File: config.mk
export PLATFORM = sky130hd
export DESIGN_NAME = prc_regs
export DESIGN_NICKNAME = d
export VERILOG_FILES = /design/src/core/prc_pkg.sv /design/src/core/prc_rate_decode.sv /design/src/core/prc_regs.sv
export VERILOG_INCLUDE_DIRS = /design/src /design/src/core
export SDC_FILE = /design/constraint.sdc
export NUM_CORES = 1
export LEC_CHECK = 0
export ABC_AREA = 1
export BUFFER_PORTS_ARGS = -buffer_cell sky130_fd_sc_hd__buf_2
export CORE_MARGIN = 2
export CORE_UTILIZATION = 50
export CTS_CLUSTER_SIZE = 12
export DETAILED_ROUTE_END_ITERATION = 10
export PLACE_DENSITY_LB_ADDON = 0.12
export SLEW_MARGIN = 10
export SYNTH_ARGS = -nofsm -noshare
export SYNTH_HDL_FRONTEND = slang
export SYNTH_SLANG_ARGS = --single-unit
File: constraint.sdc
create_clock -name ref_clk_in -period 5.1 [get_ports ref_clk_in]
set_input_delay 0.51 -clock ref_clk_in [delete_from_list [all_inputs] [get_ports ref_clk_in]]
set_output_delay 0.51 -clock ref_clk_in [all_outputs]
set_load 0.01 [all_outputs]
File: src/core/prc_consts.svh
// Constants for the port rate-limit and cable-diagnostic register bank.
// Assumes inclusion by the bank and its rate decoder only.
`ifndef PRC_CONSTS_SVH
`define PRC_CONSTS_SVH

// ****************************************************************
// Register offsets
// ****************************************************************
`define PRC_ADDR_P1_PHY_SPECIAL  8'h1A
`define PRC_ADDR_P1_NO_RESULT    8'h1B
`define PRC_ADDR_P2_PRIO3_LIMIT  8'h29
`define PRC_ADDR_P2_PHY_SPECIAL  8'h2A
`define PRC_ADDR_P2_FAULT_LOW    8'h2B
`define PRC_ADDR_P3_PRIO3_LIMIT  8'h39
`define PRC_ADDR_P3_RSVD_SPECIAL 8'h3A
`define PRC_ADDR_P3_RSVD_RESULT  8'h3B

// ****************************************************************
// Field positions and reset values
// ****************************************************************
`define PRC_BIT_NEAR_SHORT   7
`define PRC_BIT_OUTCOME_HI   6
`define PRC_BIT_OUTCOME_LO   5
`define PRC_BIT_TEST_START   4
`define PRC_BIT_FORCE_LINK   3
`define PRC_BIT_LOOPBACK     1
`define PRC_BIT_FAULT_MSB    0
`define PRC_LIMIT_RESET      8'h00
`define PRC_FAULT_RESET      9'h000
`define PRC_OUTCOME_NORMAL   2'h0
`define PRC_OUTCOME_OPEN     2'h1
`define PRC_OUTCOME_SHORT    2'h2
`define PRC_OUTCOME_FAILED   2'h3

// ****************************************************************
// Rate codes and rates
// ****************************************************************
`define PRC_CODE_ZERO        7'h00
`define PRC_CODE_MAX_100     7'h63
`define PRC_CODE_FULL_100    7'h64
`define PRC_CODE_SUB_FIRST   7'h65
`define PRC_CODE_SUB_LAST    7'h73
`define PRC_CODE_MAX_10      7'h09
`define PRC_CODE_FULL_10     7'h0A
`define PRC_KBPS_PER_MBPS    17'h003E8
`define PRC_KBPS_SUB_STEP    17'h00040
`define PRC_KBPS_FULL_100    17'h186A0
`define PRC_KBPS_FULL_10     17'h02710
`define PRC_IFG_BYTES        4'hC

`endif

File: src/core/prc_pkg.sv
// Types shared by the port rate-limit and cable-diagnostic bank.
// Assumes nothing of its surroundings.
package prc_pkg;

  // Cable diagnostic progress of one PHY port.
  typedef enum logic {
    PRC_TEST_IDLE,
    PRC_TEST_RUN
  } prc_test_state_t;

endpackage

File: src/core/prc_rate_decode.sv
// Rate-code decoder: turns a 7-bit rate code into a limit in kbit/s.
// Assumes the caller supplies the port speed and the gap-counting option.
`timescale 1ns/1ps
`default_nettype none
`include "prc_consts.svh"

module prc_rate_decode
  import prc_pkg::*;
(
  // Code and port conditions
  input  wire logic [6:0]  code_in,
  input  wire logic        fast_in,
  input  wire logic        ifg_in,
  // Decoded limit
  output logic      [16:0] kbps_out,
  output logic             full_out,
  output logic             defined_out,
  output logic      [3:0]  overhead_out
);

  // Codes outside the listed ranges decode as undefined with no rate.
  always_comb begin
    kbps_out    = 17'h00000;
    full_out    = 1'b0;
    defined_out = 1'b0;
    if (fast_in) begin
      if (code_in == `PRC_CODE_ZERO || code_in == `PRC_CODE_FULL_100) begin
        kbps_out    = `PRC_KBPS_FULL_100;
        full_out    = 1'b1;
        defined_out = 1'b1;
      end else if (code_in <= `PRC_CODE_MAX_100) begin
        kbps_out    = 17'(17'(code_in) * `PRC_KBPS_PER_MBPS);
        defined_out = 1'b1;
      end else if (code_in >= `PRC_CODE_SUB_FIRST &&
                   code_in <= `PRC_CODE_SUB_LAST) begin
        kbps_out    = 17'((17'(code_in) - 17'(`PRC_CODE_FULL_100)) *
                          `PRC_KBPS_SUB_STEP);
        defined_out = 1'b1;
      end
    end else begin
      if (code_in == `PRC_CODE_ZERO || code_in == `PRC_CODE_FULL_10) begin
        kbps_out    = `PRC_KBPS_FULL_10;
        full_out    = 1'b1;
        defined_out = 1'b1;
      end else if (code_in <= `PRC_CODE_MAX_10) begin
        kbps_out    = 17'(17'(code_in) * `PRC_KBPS_PER_MBPS);
        defined_out = 1'b1;
      end
    end
  end

  assign overhead_out = ifg_in ? `PRC_IFG_BYTES : 4'h0;

endmodule // prc_rate_decode
`default_nettype wire

File: src/core/prc_regs.sv
// Per-port priority-3 ingress limits and PHY special/cable-test registers.
// Assumes the PHY analog test engine and both access ports share ref_clk_in.
// Operation
// - Ports 2 and 3 hold a 7-bit priority-3 ingress limit, resetting to 0.
// - On 100 Mbit ports, codes 1 to 0x63 limit to 1-99 Mbit/s.
// - On 100 Mbit ports, codes 0 and 0x64 mean full 100 Mbit/s.
// - On 10 Mbit ports, codes 1 to 0x09 limit to 1-9 Mbit/s.
// - On 10 Mbit ports, codes 0 and 0x0A mean full 10 Mbit/s.
// - On 100 Mbit ports, codes 0x65 to 0x73 give 64-960 kbit/s steps.
// - Each priority-3 ingress limit field, on ports 2 and 3, has its own instance of the code decoder.
// - Bit 7 reads 1 when the test finds a short under 10 m.
// - Bits 6-5 report normal, open, short or failed test outcome.
// - Writing 1 to bit 4 starts the test; it clears on completion.
// - Start bit reading 0 after a test means outcome and distance are valid.
// - Bit 1 set loops the port's received line back to its transmitter.
// - Fault count is 9 bits; its top bit reads in bit 0.
// - Low eight fault count bits read in the result register, reset 0.
// - Port 3 PHY addresses are reserved; port 1 lacks the result register.
// - Ports 1 and 2 PHY special registers are also reached over PHY management; the result register is not.
// - With gap counting set, 12 gap bytes per frame enter rate sums.
`timescale 1ns/1ps
`default_nettype none
`include "prc_consts.svh"

module prc_regs
  import prc_pkg::*;
(
  // Clock and reset
  input  wire logic             ref_clk_in,
  input  wire logic             rst_in,
  // Management register interface
  input  wire logic [7:0]       reg_addr_in,
  input  wire logic             reg_wr_in,
  input  wire logic             reg_rd_in,
  input  wire logic [7:0]       reg_wdata_in,
  output logic      [7:0]       reg_rdata_out,
  // PHY management interface, port select 0 is port 1, 1 is port 2
  input  wire logic             miim_port_in,
  input  wire logic             miim_wr_in,
  input  wire logic             miim_rd_in,
  input  wire logic [7:0]       miim_wdata_in,
  output logic      [7:0]       miim_rdata_out,
  // Rate limiter conditions, index 0 is port 2, 1 is port 3
  input  wire logic [1:0]       port_fast_in,
  input  wire logic [1:0]       count_ifg_in,
  // Priority-3 ingress limit, index 0 is port 2, 1 is port 3
  output logic      [1:0][16:0] prio3_kbps_out,
  output logic      [1:0]       prio3_full_out,
  output logic      [1:0]       prio3_defined_out,
  output logic      [1:0][3:0]  prio3_overhead_out,
  // Cable test engine, index 0 is port 1, 1 is port 2
  output logic      [1:0]       cable_start_out,
  input  wire logic [1:0]       cable_done_in,
  input  wire logic [1:0][1:0]  cable_outcome_in,
  input  wire logic [1:0]       cable_near_short_in,
  input  wire logic [1:0][8:0]  cable_fault_count_in,
  // PHY line controls, index 0 is port 1, 1 is port 2
  output logic      [1:0]       loopback_out,
  output logic      [1:0]       force_link_out
);

  // ****************************************************************
  // Priority-3 ingress limit registers
  // ****************************************************************
  logic [1:0][7:0] limit_q;
  logic [1:0][7:0] limit_addr;

  assign limit_addr[0] = `PRC_ADDR_P2_PRIO3_LIMIT;
  assign limit_addr[1] = `PRC_ADDR_P3_PRIO3_LIMIT;

  // ****************************************************************
  // PHY special control/status state
  // ****************************************************************
  prc_test_state_t [1:0] test_q;
  logic [1:0]            near_short_q;
  logic [1:0][1:0]       outcome_q;
  logic [1:0][8:0]       fault_q;
  logic [1:0]            force_q;
  logic [1:0]            loop_q;
  logic [1:0]            start_q;
  logic [1:0][7:0]       special_rd;
  logic [1:0][7:0]       special_addr;
  logic [1:0]            special_wr;
  logic [1:0][7:0]       special_wdata;

  assign special_addr[0] = `PRC_ADDR_P1_PHY_SPECIAL;
  assign special_addr[1] = `PRC_ADDR_P2_PHY_SPECIAL;

  genvar gi;
  generate
    for (gi = 0; gi < 2; gi++) begin : g_port
      logic [16:0] kbps;
      logic        full;
      logic        defined;
      logic [3:0]  overhead;
      logic        reg_hit;
      logic        miim_hit;

      // The limit register stores bit 7 as written; only bits 6-0 act.
      always_ff @(posedge ref_clk_in) begin
        if (rst_in) begin
          limit_q[gi] <= `PRC_LIMIT_RESET;
        end else if (reg_wr_in && reg_addr_in == limit_addr[gi]) begin
          limit_q[gi] <= reg_wdata_in;
        end
      end

      prc_rate_decode u_decode (
        .code_in      (limit_q[gi][6:0]),
        .fast_in      (port_fast_in[gi]),
        .ifg_in       (count_ifg_in[gi]),
        .kbps_out     (kbps),
        .full_out     (full),
        .defined_out  (defined),
        .overhead_out (overhead)
      );

      always_ff @(posedge ref_clk_in) begin
        if (rst_in) begin
          prio3_kbps_out[gi]     <= 17'h00000;
          prio3_full_out[gi]     <= 1'b0;
          prio3_defined_out[gi]  <= 1'b0;
          prio3_overhead_out[gi] <= 4'h0;
        end else begin
          prio3_kbps_out[gi]     <= kbps;
          prio3_full_out[gi]     <= full;
          prio3_defined_out[gi]  <= defined;
          prio3_overhead_out[gi] <= overhead;
        end
      end

      // The register interface wins when both ports write in one cycle.
      assign reg_hit  = reg_wr_in && reg_addr_in == special_addr[gi];
      assign miim_hit = miim_wr_in && miim_port_in == 1'(gi);
      assign special_wr[gi]    = reg_hit || miim_hit;
      assign special_wdata[gi] = reg_hit ? reg_wdata_in : miim_wdata_in;

      always_ff @(posedge ref_clk_in) begin
        if (rst_in) begin
          force_q[gi] <= 1'b0;
          loop_q[gi]  <= 1'b0;
        end else if (special_wr[gi]) begin
          force_q[gi] <= special_wdata[gi][`PRC_BIT_FORCE_LINK];
          loop_q[gi]  <= special_wdata[gi][`PRC_BIT_LOOPBACK];
        end
      end

      // A fresh start written in the completion cycle wins over the
      // self-clear, so a back-to-back request is never lost.
      always_ff @(posedge ref_clk_in) begin
        if (rst_in) begin
          test_q[gi] <= PRC_TEST_IDLE;
        end else begin
          case (test_q[gi])
            PRC_TEST_IDLE: begin
              if (special_wr[gi] &&
                  special_wdata[gi][`PRC_BIT_TEST_START]) begin
                test_q[gi] <= PRC_TEST_RUN;
              end
            end
            PRC_TEST_RUN: begin
              if (cable_done_in[gi] && !(special_wr[gi] &&
                  special_wdata[gi][`PRC_BIT_TEST_START])) begin
                test_q[gi] <= PRC_TEST_IDLE;
              end
            end
            default: test_q[gi] <= PRC_TEST_IDLE;
          endcase
        end
      end

      // Launch pulse for the engine on every accepted start write.
      always_ff @(posedge ref_clk_in) begin
        if (rst_in) begin
          cable_start_out[gi] <= 1'b0;
        end else begin
          cable_start_out[gi] <= special_wr[gi] &&
                                 special_wdata[gi][`PRC_BIT_TEST_START] &&
                                 (test_q[gi] == PRC_TEST_IDLE ||
                                  cable_done_in[gi]);
        end
      end

      // Results are captured only at completion, so they stay stable
      // while software polls the start bit.
      always_ff @(posedge ref_clk_in) begin
        if (rst_in) begin
          near_short_q[gi] <= 1'b0;
          outcome_q[gi]    <= `PRC_OUTCOME_NORMAL;
          fault_q[gi]      <= `PRC_FAULT_RESET;
        end else if (test_q[gi] == PRC_TEST_RUN && cable_done_in[gi]) begin
          near_short_q[gi] <= cable_near_short_in[gi];
          outcome_q[gi]    <= cable_outcome_in[gi];
          fault_q[gi]      <= cable_fault_count_in[gi];
        end
      end

      assign start_q[gi] = test_q[gi] == PRC_TEST_RUN;

      always_comb begin
        special_rd[gi] = 8'h00;
        special_rd[gi][`PRC_BIT_NEAR_SHORT] = near_short_q[gi];
        special_rd[gi][`PRC_BIT_OUTCOME_HI:`PRC_BIT_OUTCOME_LO] =
          outcome_q[gi];
        special_rd[gi][`PRC_BIT_TEST_START] = start_q[gi];
        special_rd[gi][`PRC_BIT_FORCE_LINK] = force_q[gi];
        special_rd[gi][`PRC_BIT_LOOPBACK]   = loop_q[gi];
        special_rd[gi][`PRC_BIT_FAULT_MSB]  = fault_q[gi][8];
      end
    end
  endgenerate

  assign loopback_out   = loop_q;
  assign force_link_out = force_q;

  // ****************************************************************
  // Read data
  // ****************************************************************
  // Reserved port 3 addresses, port 1's missing result register and
  // any unmapped address all read zero.
  always_ff @(posedge ref_clk_in) begin
    if (rst_in) begin
      reg_rdata_out <= 8'h00;
    end else if (reg_rd_in) begin
      case (reg_addr_in)
        `PRC_ADDR_P2_PRIO3_LIMIT:  reg_rdata_out <= limit_q[0];
        `PRC_ADDR_P3_PRIO3_LIMIT:  reg_rdata_out <= limit_q[1];
        `PRC_ADDR_P1_PHY_SPECIAL:  reg_rdata_out <= special_rd[0];
        `PRC_ADDR_P2_PHY_SPECIAL:  reg_rdata_out <= special_rd[1];
        `PRC_ADDR_P2_FAULT_LOW:    reg_rdata_out <= fault_q[1][7:0];
        `PRC_ADDR_P1_NO_RESULT:    reg_rdata_out <= 8'h00;
        `PRC_ADDR_P3_RSVD_SPECIAL: reg_rdata_out <= 8'h00;
        `PRC_ADDR_P3_RSVD_RESULT:  reg_rdata_out <= 8'h00;
        default:                   reg_rdata_out <= 8'h00;
      endcase
    end
  end

  always_ff @(posedge ref_clk_in) begin
    if (rst_in) begin
      miim_rdata_out <= 8'h00;
    end else if (miim_rd_in) begin
      miim_rdata_out <= special_rd[miim_port_in];
    end
  end
endmodule // prc_regs
`default_nettype wire

==> impl_metrics.ini, run 1 <==
[run_status]
outcome = completed

[floorplanning]
initial_core_util = 0.513
die_h_um = 126
core_um2 = 14500
io_pins = 129
dieWidth_um = 126
row_count = 44
fp.dieArea_um2 = 15900

[cts]
clock_sinks = 89
post_cts_buffers = 0
cts_made_buffers = 9
cts_resized = 0
cts_tree = done
path_clk_slew_ns = 0.06
cts_max_path_buffers = 2
cts-root-buf = clkbuf_16
worstSkewPairLatency_ns = 0.35
hold_buffers = 0
ctsHtreeMaxLevel = 3

[grt]
antenna_found_initial = 2
grt_max_degree = 52
globalRouteOverflowTotal = 0
grt_pass1_wl_um = 29500
track_usage = 0.229
grt_pass1_vias = 6054

[power]
clkPwrFrac = 0.436
combPwrFrac = 0.091
power_density_nw_per_um2 = 184
swShare = 0.249
p_seq_frac = 0.473
power.switching_w = 0.000384
power.total_w = 0.00154
power.leakage_nw = 4.54
p_int_w = 0.00116
ir_drop_mv = 0.167

[timing]
fin_setup_tns_ns = 0
tightest_slew_ns = 0.583
rsz0062_at_grt = no
setup_viol = 0
hold_viol_final = 0
skew_ns = 0.00785
clock.fmax_ghz = 0.235
drv_slew = 0
min_period_ns = 4.26
post-route-period-util = 0.836
relSlewSlack = 0.610

[worst_setup_path]
crit_slowest_cell = dfxtp_1
startpoint = limit_q[10]
crit_end = prio3_kbps_out[30]
max_stage_delay_ns = 0.63
path_max_fanout = 10
start_kind = flop
end_kind = flop
r2r_slack_ns = 0.84
path_cells = inv_1, fa_1, fa_1, inv_1, fa_1, ha_1, ha_1, a21oi_1, inv_1, a21oi_1, nand2_1, nand2_1, nand3_1, nand3_1, a21oi_1
critPathBufInv = 3
cp_num_cells = 15
r2r_end = prio3_kbps_out[30]
crit_type = flop to flop
arrival_ns = 4.47
r2r-start = limit_q[10]
cp_top_family = adder cells
crit_required_ns = 5.31
reg2regPathDepth = 15

[synthesis]
synth_top_area_frac = 0.239
syn_inst = 1025
yosysSeqAreaShare = 0.239
ys_ff_latch = 89
synth-edff-count = 0
syn_area_um2 = 7460
synth.area.top_cells = dfxtp_1 24%, ha_1 18%, nand2_1 11%, fa_1 9.7%, inv_1 8.1%
async_reset_ff_frac = 0
yosysTopAreaCell = dfxtp_1
synth.avg_cell_area_um2 = 7.27
ys_types = 40
yosys_warnings = 0
synth_flop_cell = dfxtp_1

[cells_and_area]
insertedDiodeCount = 0
syn_to_final_growth_pct = 12.3
fillerInstances = 1468
layout_commonest_cell = nand2_1
layout-drive-gt1-share = 0.132
nets = 1321
layout_common_cells = 228 x nand2_1, 161 x inv_1, 106 x ha_1

[place]
numPortBuffers = 104
gp_congestion = 0.928
dpl.hpwl_um = 14400

[routing]
wl_um = 17900
routedWlPerCell_um = 13.7
drc = 0
dr.pass1.iters = 5
ant_nets = 0
drt_iter0_drc = 434
viasPerCell = 5.01
via_count = 6545

[flow_run]
maxCapViolCount = 0

[worst_hold_path]
hp-class = primary input to flop
==> Yosys cell counts, types with 6 or more instances <==
cell      instances
a21oi_1          66
buf_4            18
clkbuf_1         16
dfxtp_1          89
fa_1             36
ha_1            106
inv_1           161
inv_2             9
nand2_1         228
nand3_1          64
nand4_1          10
nor2_1           63
nor3_1           13
o211ai_1         15
o21ai_0          76
xnor2_1           6
xor2_1            8
==> sequential cells by signal, summed over array words and instances (netlist names) <==
register	cells
cable_start_out	2
fault_q	10
force_link_out	2
limit_q	16
loopback_out	2
miim_rdata_out	7
near_short_q	2
outcome_q	4
prio3_defined_out	2
prio3_full_out	2
prio3_kbps_out	28
prio3_overhead_out	2
reg_rdata_out	8
special_rd	2
==> kinds of logic (layout without fill, tap and decap cells) <==
logic type | Yosys count | after routing | share of synthesized area
compound gates | 179 | 179 | 0.132
xor+xnor | 14 | 14 | 0.0164
fa+ha+maj | 142 | 142 | 0.275
buf+inv | 207 | 295 | 0.114
flops | 89 | 89 | 0.239
other cells | 1 | 11 | 0.000503
simple gates | 393 | 393 | 0.223
==> routing by layer <==
layer,track usage,vias to the layer above,share of wire
met5,0,-,0.00028
met3,0.0412,23,0.053
met4,0.0743,2,0.022
li1,-,3433,-
met1,0.320,2915,0.49
met2,0.359,172,0.43
==> stage by stage <==
stage / hold WS, ns / util / std cells / setup WS, ns / cell area, um2
after floorplan: 0.425 / - / 1035 / 1.35 / 7490
after detailed placement: 0.441 / 0.555 / 1291 / 0.895 / 8070
final: 0.366 / 0.576 / 1307 / 0.837 / 8370
after global placement: 0.435 / 0.555 / 1291 / 0.908 / 8070
after global routing: 0.385 / 0.576 / 1307 / 0.453 / 8370
after CTS: 0.360 / 0.576 / 1307 / 0.865 / 8370
==> final cells by class <==
class / instances / area (um2) / area share
well taps: 184 / 230 / 0.0275
flip-flops and latches: 89 / 1780 / 0.213
multi-input cells: 739 / 4860 / 0.580
inverters: 171 / 647 / 0.0773
clock buffers: 10 / 229 / 0.0274
repair buffers: 108 / 551 / 0.0658
clock inverters: 6 / 73.8 / 0.00882
==> worst min-delay path by stage <==
stage | startpoint | end | slack [ns] | cells after the start
2_1_floorplan | fault_q[10] | fault_q[10] | 0.42 | 2
3_3_place_gp | fault_q[12] | fault_q[12] | 0.44 | 2
3_5_place_dp | fault_q[10] | fault_q[10] | 0.44 | 2
4_1_cts | count_ifg_in[1] | prio3_overhead_out[6] | 0.36 | 3
5_1_grt | count_ifg_in[0] | prio3_overhead_out[2] | 0.38 | 3
6_report | count_ifg_in[1] | prio3_overhead_out[6] | 0.37 | 3
==> power by group through the flow <==
stage / clock (W) / combinational, W / sequential [W]
2_1_floorplan: 0 / 0.0000814 / 0.000753
3_3_place_gp: 0 / 0.000139 / 0.000745
3_5_place_dp: 0 / 0.000140 / 0.000745
4_1_cts: 0.000686 / 0.000141 / 0.000729
5_1_grt: 0.000713 / 0.000158 / 0.000731
6_report: 0.000672 / 0.000141 / 0.000730
==> tightest hold or removal path: cells and delay by family <==
| family | cells | cell delay, ns |
|---|---|---|
| buffers and inverters | 2 | 0.10 |
| AND/OR/NAND/NOR | 1 | 0.06 |
Note: power is estimated with default switching activity, not from simulation.
==> run 2, diff against run 1 <==
Clock period 5.1 ns to 3.71 ns, I/O delays scaled along.
==> impl_metrics.ini, run 2 (same netlist as run 1, synthesis figures left out) <==
[routing]
drt_iter0_drc = 279
wl_um = 18900
routedWlPerCell_um = 14.0
ant_nets = 0
via_count = 6794
viasPerCell = 5.04
dr.pass1.iters = 5
drc = 0

[worst_setup_path]
r2r_end = prio3_kbps_out[29]
end_kind = flop
r2r-start = limit_q[9]
r2r_slack_ns = 0.12
cp_common_cell = fa_1
cp_top_family = adder cells
path_cells = fa_2, fa_1, inv_1, fa_1, fa_1, inv_2, ha_4, nand2_4, nor2_4, nor2_4, o21ai_2, xor2_1, nand2_1, a21oi_2
cp_num_cells = 14
reg2regPathDepth = 14
arrival_ns = 3.87
crit_type = flop to flop
path_max_fanout = 4
critPathBufInv = 2
max_stage_delay_ns = 0.58
start_kind = flop
crit_slowest_cell = fa_2
crit_required_ns = 3.99

[place]
preCtsSetupSlack_ns = -0.162
dpl.hpwl_um = 14900
numPortBuffers = 104
gp_congestion = 0.928
numPlacedInstances = 1327
placed_area_um2 = 8340

[timing]
post-route-period-util = 0.968
hold_viol_final = 0
clock.fmax_ghz = 0.279
min_period_ns = 3.59
skew_ns = 0.00877
setup_ws_ns = 0.120
drv_slew = 0
setup_viol = 0
relSlewSlack = 0.608
rsz0062_at_grt = yes
fin_setup_tns_ns = 0
tightest_slew_ns = 0.586

[grt]
grt_pass1_vias = 6335
globalRouteOverflowTotal = 0
grt_max_degree = 52
track_usage = 0.233
antenna_found_initial = 1
grt_pass1_wl_um = 30300

[worst_hold_path]
hold_depth = 3
hp-start = count_ifg_in[0]
hp-class = primary input to flop
min_to = prio3_overhead_out[2]

[power]
power.leakage_nw = 4.77
power_density_nw_per_um2 = 231
ir_drop_mv = 0.325

[cells_and_area]
layout_commonest_cell = nand2_1
layout_common_cells = 214 x nand2_1, 149 x inv_1, 104 x buf_2
final_area_um2 = 9140
fillerInstances = 1309
layout-drive-gt1-share = 0.235
largestRegisters = prio3_kbps_out: 28 flops, limit_q: 16 flops, fault_q: 10 flops
nets = 1362
final_cells = 1349
largest_register_ff_count = 28
top_register = prio3_kbps_out
syn_to_final_growth_pct = 22.6

[run_status]
outcome = completed

[cts]
clock_sinks = 89
cts_tree = done
worstSkewPairLatency_ns = 0.35
hold_buffers = 0
cts-root-buf = clkbuf_16
ctsHtreeMaxLevel = 3
cts_made_buffers = 9
cts_max_path_buffers = 2
path_clk_slew_ns = 0.07

[floorplanning]
dieWidth_um = 126
core_um2 = 14500
initial_core_util = 0.513
fp.dieArea_um2 = 15900
die_h_um = 126
row_count = 44
io_pins = 129

[flow_run]
maxCapViolCount = 0
==> run 2: timing repair <==
| action | CTS | global route |
|---|---|---|
| pin swaps | 4 | 35 |
| setup endpoints to repair | 10 | 16 |
| buffers inserted | 1 | 4 |
| hold endpoints to repair | 0 | 0 |
| gates resized for setup | 11 | 82 |
==> run 2: tightest hold or removal path, cell delays in order <==
cell	delay, ns
buf_2	0.08
inv_1	0.03
nor2_1	0.06
==> run 2: report_power, final <==
part / switching [W] / internal [W]
combinational: 0.000124 / 0.0000781
clock: 0.000416 / 0.000489
sequential: 0.0000136 / 0.000986
==> run 2: stage by stage <==
step                      hold slack, ns  power (W)   util
after floorplan                    0.425    0.00115      -
after global placement             0.439    0.00122  0.574
after detailed placement           0.444    0.00122  0.574
after CTS                          0.224    0.00212  0.597
after global routing               0.227    0.00219  0.629
final                              0.227    0.00211  0.629
==> run 2: worst max path at each step <==
stage                 from            endpoint  slack [ns]
3_5_place_dp   limit_q[10]  prio3_kbps_out[31]       -0.16
4_1_cts        limit_q[10]  prio3_kbps_out[30]        0.01
2_1_floorplan   limit_q[1]  prio3_kbps_out[14]       0.001
6_report        limit_q[9]  prio3_kbps_out[29]        0.12
3_3_place_gp    limit_q[0]  prio3_kbps_out[14]       -0.04
5_1_grt         limit_q[0]  prio3_kbps_out[14]       -0.05
==> run 2: per-layer routing <==
layer  global-route usage  vias up  wire length, um
li1                     -     3531                -
met1                0.314     3026             8760
met2                0.375      206             8390
met3               0.0480       31             1170
met4               0.0789        0              548
met5                    0        -                0
==> run 2: layout make-up <==
class / count / area (um2) / area share
Antenna cell: 1 / 2.50 / 0.000274
Sequential cell: 89 / 1800 / 0.197
Clock buffer: 10 / 239 / 0.0262
Tap cell: 184 / 230 / 0.0252
Inverter: 171 / 653 / 0.0715
Clock inverter: 6 / 56.3 / 0.00616
Timing Repair Buffer: 149 / 862 / 0.0943
Multi-Input combinational cell: 739 / 5300 / 0.580
==> run 3, diff against run 2 <==
Settings changed: MAX_ROUTING_LAYER from default to met4, RECOVER_POWER from default to 25.
==> impl_metrics.ini, run 3 (same netlist as run 1, synthesis figures left out) <==
[routing]
m1WireLength_um = 9030
drc = 0
dr.pass1.iters = 5
routed.top_layer = met4
routedWlPerCell_um = 14.2
ant_nets = 0
drt_iter0_drc = 376
wl_met3_um = 1030
dr_wl_met2_um = 8590
wl_um = 19200
via_count = 6877
viasPerCell = 5.10

[cts]
cts_tree = done
ctsHtreeMaxLevel = 3
cts_made_buffers = 9
cts-root-buf = clkbuf_16
hold_buffers = 0
path_clk_slew_ns = 0.07
worstSkewPairLatency_ns = 0.35
cts_max_path_buffers = 2
clock_sinks = 89

[worst_setup_path]
r2r-start = limit_q[10]
arrival_ns = 3.85
max_stage_delay_ns = 0.55
path_max_fanout = 5
crit_required_ns = 3.99
crit_type = flop to flop
end_kind = flop
r2r_slack_ns = 0.14
cp_top_family = adder cells
reg2regPathDepth = 14
path_cells = clkinvlp_4, fa_1, inv_1, fa_2, fa_1, ha_4, ha_4, a21oi_4, nor2_1, nor2_1, nand3_1, nand3_2, nand3_2, a21oi_2
start_kind = flop
crit_slowest_cell = fa_1
critPathBufInv = 2
r2r_end = prio3_kbps_out[31]

[cells_and_area]
layout-drive-gt1-share = 0.236
largest_register_ff_count = 28
layout_commonest_cell = nand2_1
top_register = prio3_kbps_out
nets = 1361
syn_to_final_growth_pct = 22.8
largestRegisters = prio3_kbps_out: 28 flops, limit_q: 16 flops, fault_q: 10 flops
final_cells = 1348
layout_common_cells = 213 x nand2_1, 150 x inv_1, 104 x buf_2

[power]
combPwrFrac = 0.095
power.total_w = 0.00214
power.leakage_nw = 4.77
power.switching_w = 0.000540
swShare = 0.253
ir_drop_mv = 0.251
clkPwrFrac = 0.437
p_seq_frac = 0.468
p_int_w = 0.00160
power_density_nw_per_um2 = 233

[timing]
clock.fmax_ghz = 0.280
skew_ns = 0.00944
rsz0062_at_grt = yes
post-route-period-util = 0.962
hold_viol_final = 0
setup_viol = 0
min_period_ns = 3.57
relSlewSlack = 0.607
tightest_slew_ns = 0.588
drv_slew = 0

[floorplanning]
io_pins = 129
dieWidth_um = 126
row_count = 44
die_h_um = 126
initial_core_util = 0.513
core_um2 = 14500
fp.dieArea_um2 = 15900

[flow_run]
maxCapViolCount = 0

[grt]
grt_pass1_vias = 6431
antenna_found_initial = 1
globalRouteOverflowTotal = 0
grt_pass1_wl_um = 30800
track_usage = 0.248
grt_max_degree = 52

[place]
numPlacedInstances = 1328
numPortBuffers = 104
dpl.hpwl_um = 15300
gp_congestion = 0.908

[run_status]
outcome = completed

[worst_hold_path]
min_to = prio3_overhead_out[6]
hp-start = count_ifg_in[1]
hold_depth = 3
hp-class = primary input to flop
run 3: power groups by stage:
stage                     clock [W]  sequential [W]  combinational (W)
after floorplan                   0         0.00104           0.000112
after global placement            0         0.00102           0.000194
after detailed placement          0         0.00102           0.000196
after CTS                  0.000951         0.00100           0.000197
after global routing       0.000988         0.00100           0.000227
final                      0.000933         0.00100           0.000203
run 3: per-stage QoR:
step,utilization,area [um2],setup TNS (ns),hold WS (ns),setup slack [ns]
floorplan,-,7500,0,0.425,0.00115
global placement,0.574,8350,-0.135,0.438,-0.0392
detailed placement,0.574,8350,-0.480,0.445,-0.106
CTS,0.599,8700,0,0.217,0.00200
global route,0.630,9150,-0.219,0.236,-0.0513
finish,0.630,9150,0,0.224,0.141
run 3: timing repair:
action / 4_1_cts / 5_1_grt
resized for setup: 9 / 93
endpoints found under the setup margin: 10 / 16
setup buffers: 1 / 2
cloned: 0 / 0
pin swaps: 4 / 40
run 3: cell type report:
type                       count  area, um2
antenna                        1       2.50
clock buffer                  10        229
clock inverter                 6       75.1
fill                        1387       5380
inverter                     171        658
multi-input combinational    739       5300
sequential                    89       1800
tap                          184        230
timing repair buffer         148        862
run 3: worst register-to-register path, delay by kind of cell, from the launching register on:
kind | cells | cell delay (ns)
buffers and inverters | 2 | 0.20
AND/OR/NAND/NOR | 5 | 0.52
AO/OA/AOI/OAI | 2 | 0.32
flip-flops | 1 | 0.39
adder cells (fa/ha/maj) | 5 | 2.06
run 3: how the worst max path moves through the flow:
stage | from | end | slack [ns] | cells past startpoint
global placement | limit_q[0] | prio3_kbps_out[14] | -0.04 | 17
global route | limit_q[0] | prio3_kbps_out[14] | -0.05 | 17
finish | limit_q[10] | prio3_kbps_out[31] | 0.14 | 14
CTS | limit_q[10] | prio3_kbps_out[30] | 0.002 | 14
detailed placement | limit_q[10] | prio3_kbps_out[29] | -0.11 | 14
floorplan | limit_q[1] | prio3_kbps_out[14] | 0.001 | 17
run 3: per-layer routing:
metal,track usage,vias to the layer above
met5,-,-
met3,0.0450,34
met4,0.0892,0
li1,-,3525
met2,0.387,197
met1,0.323,3121
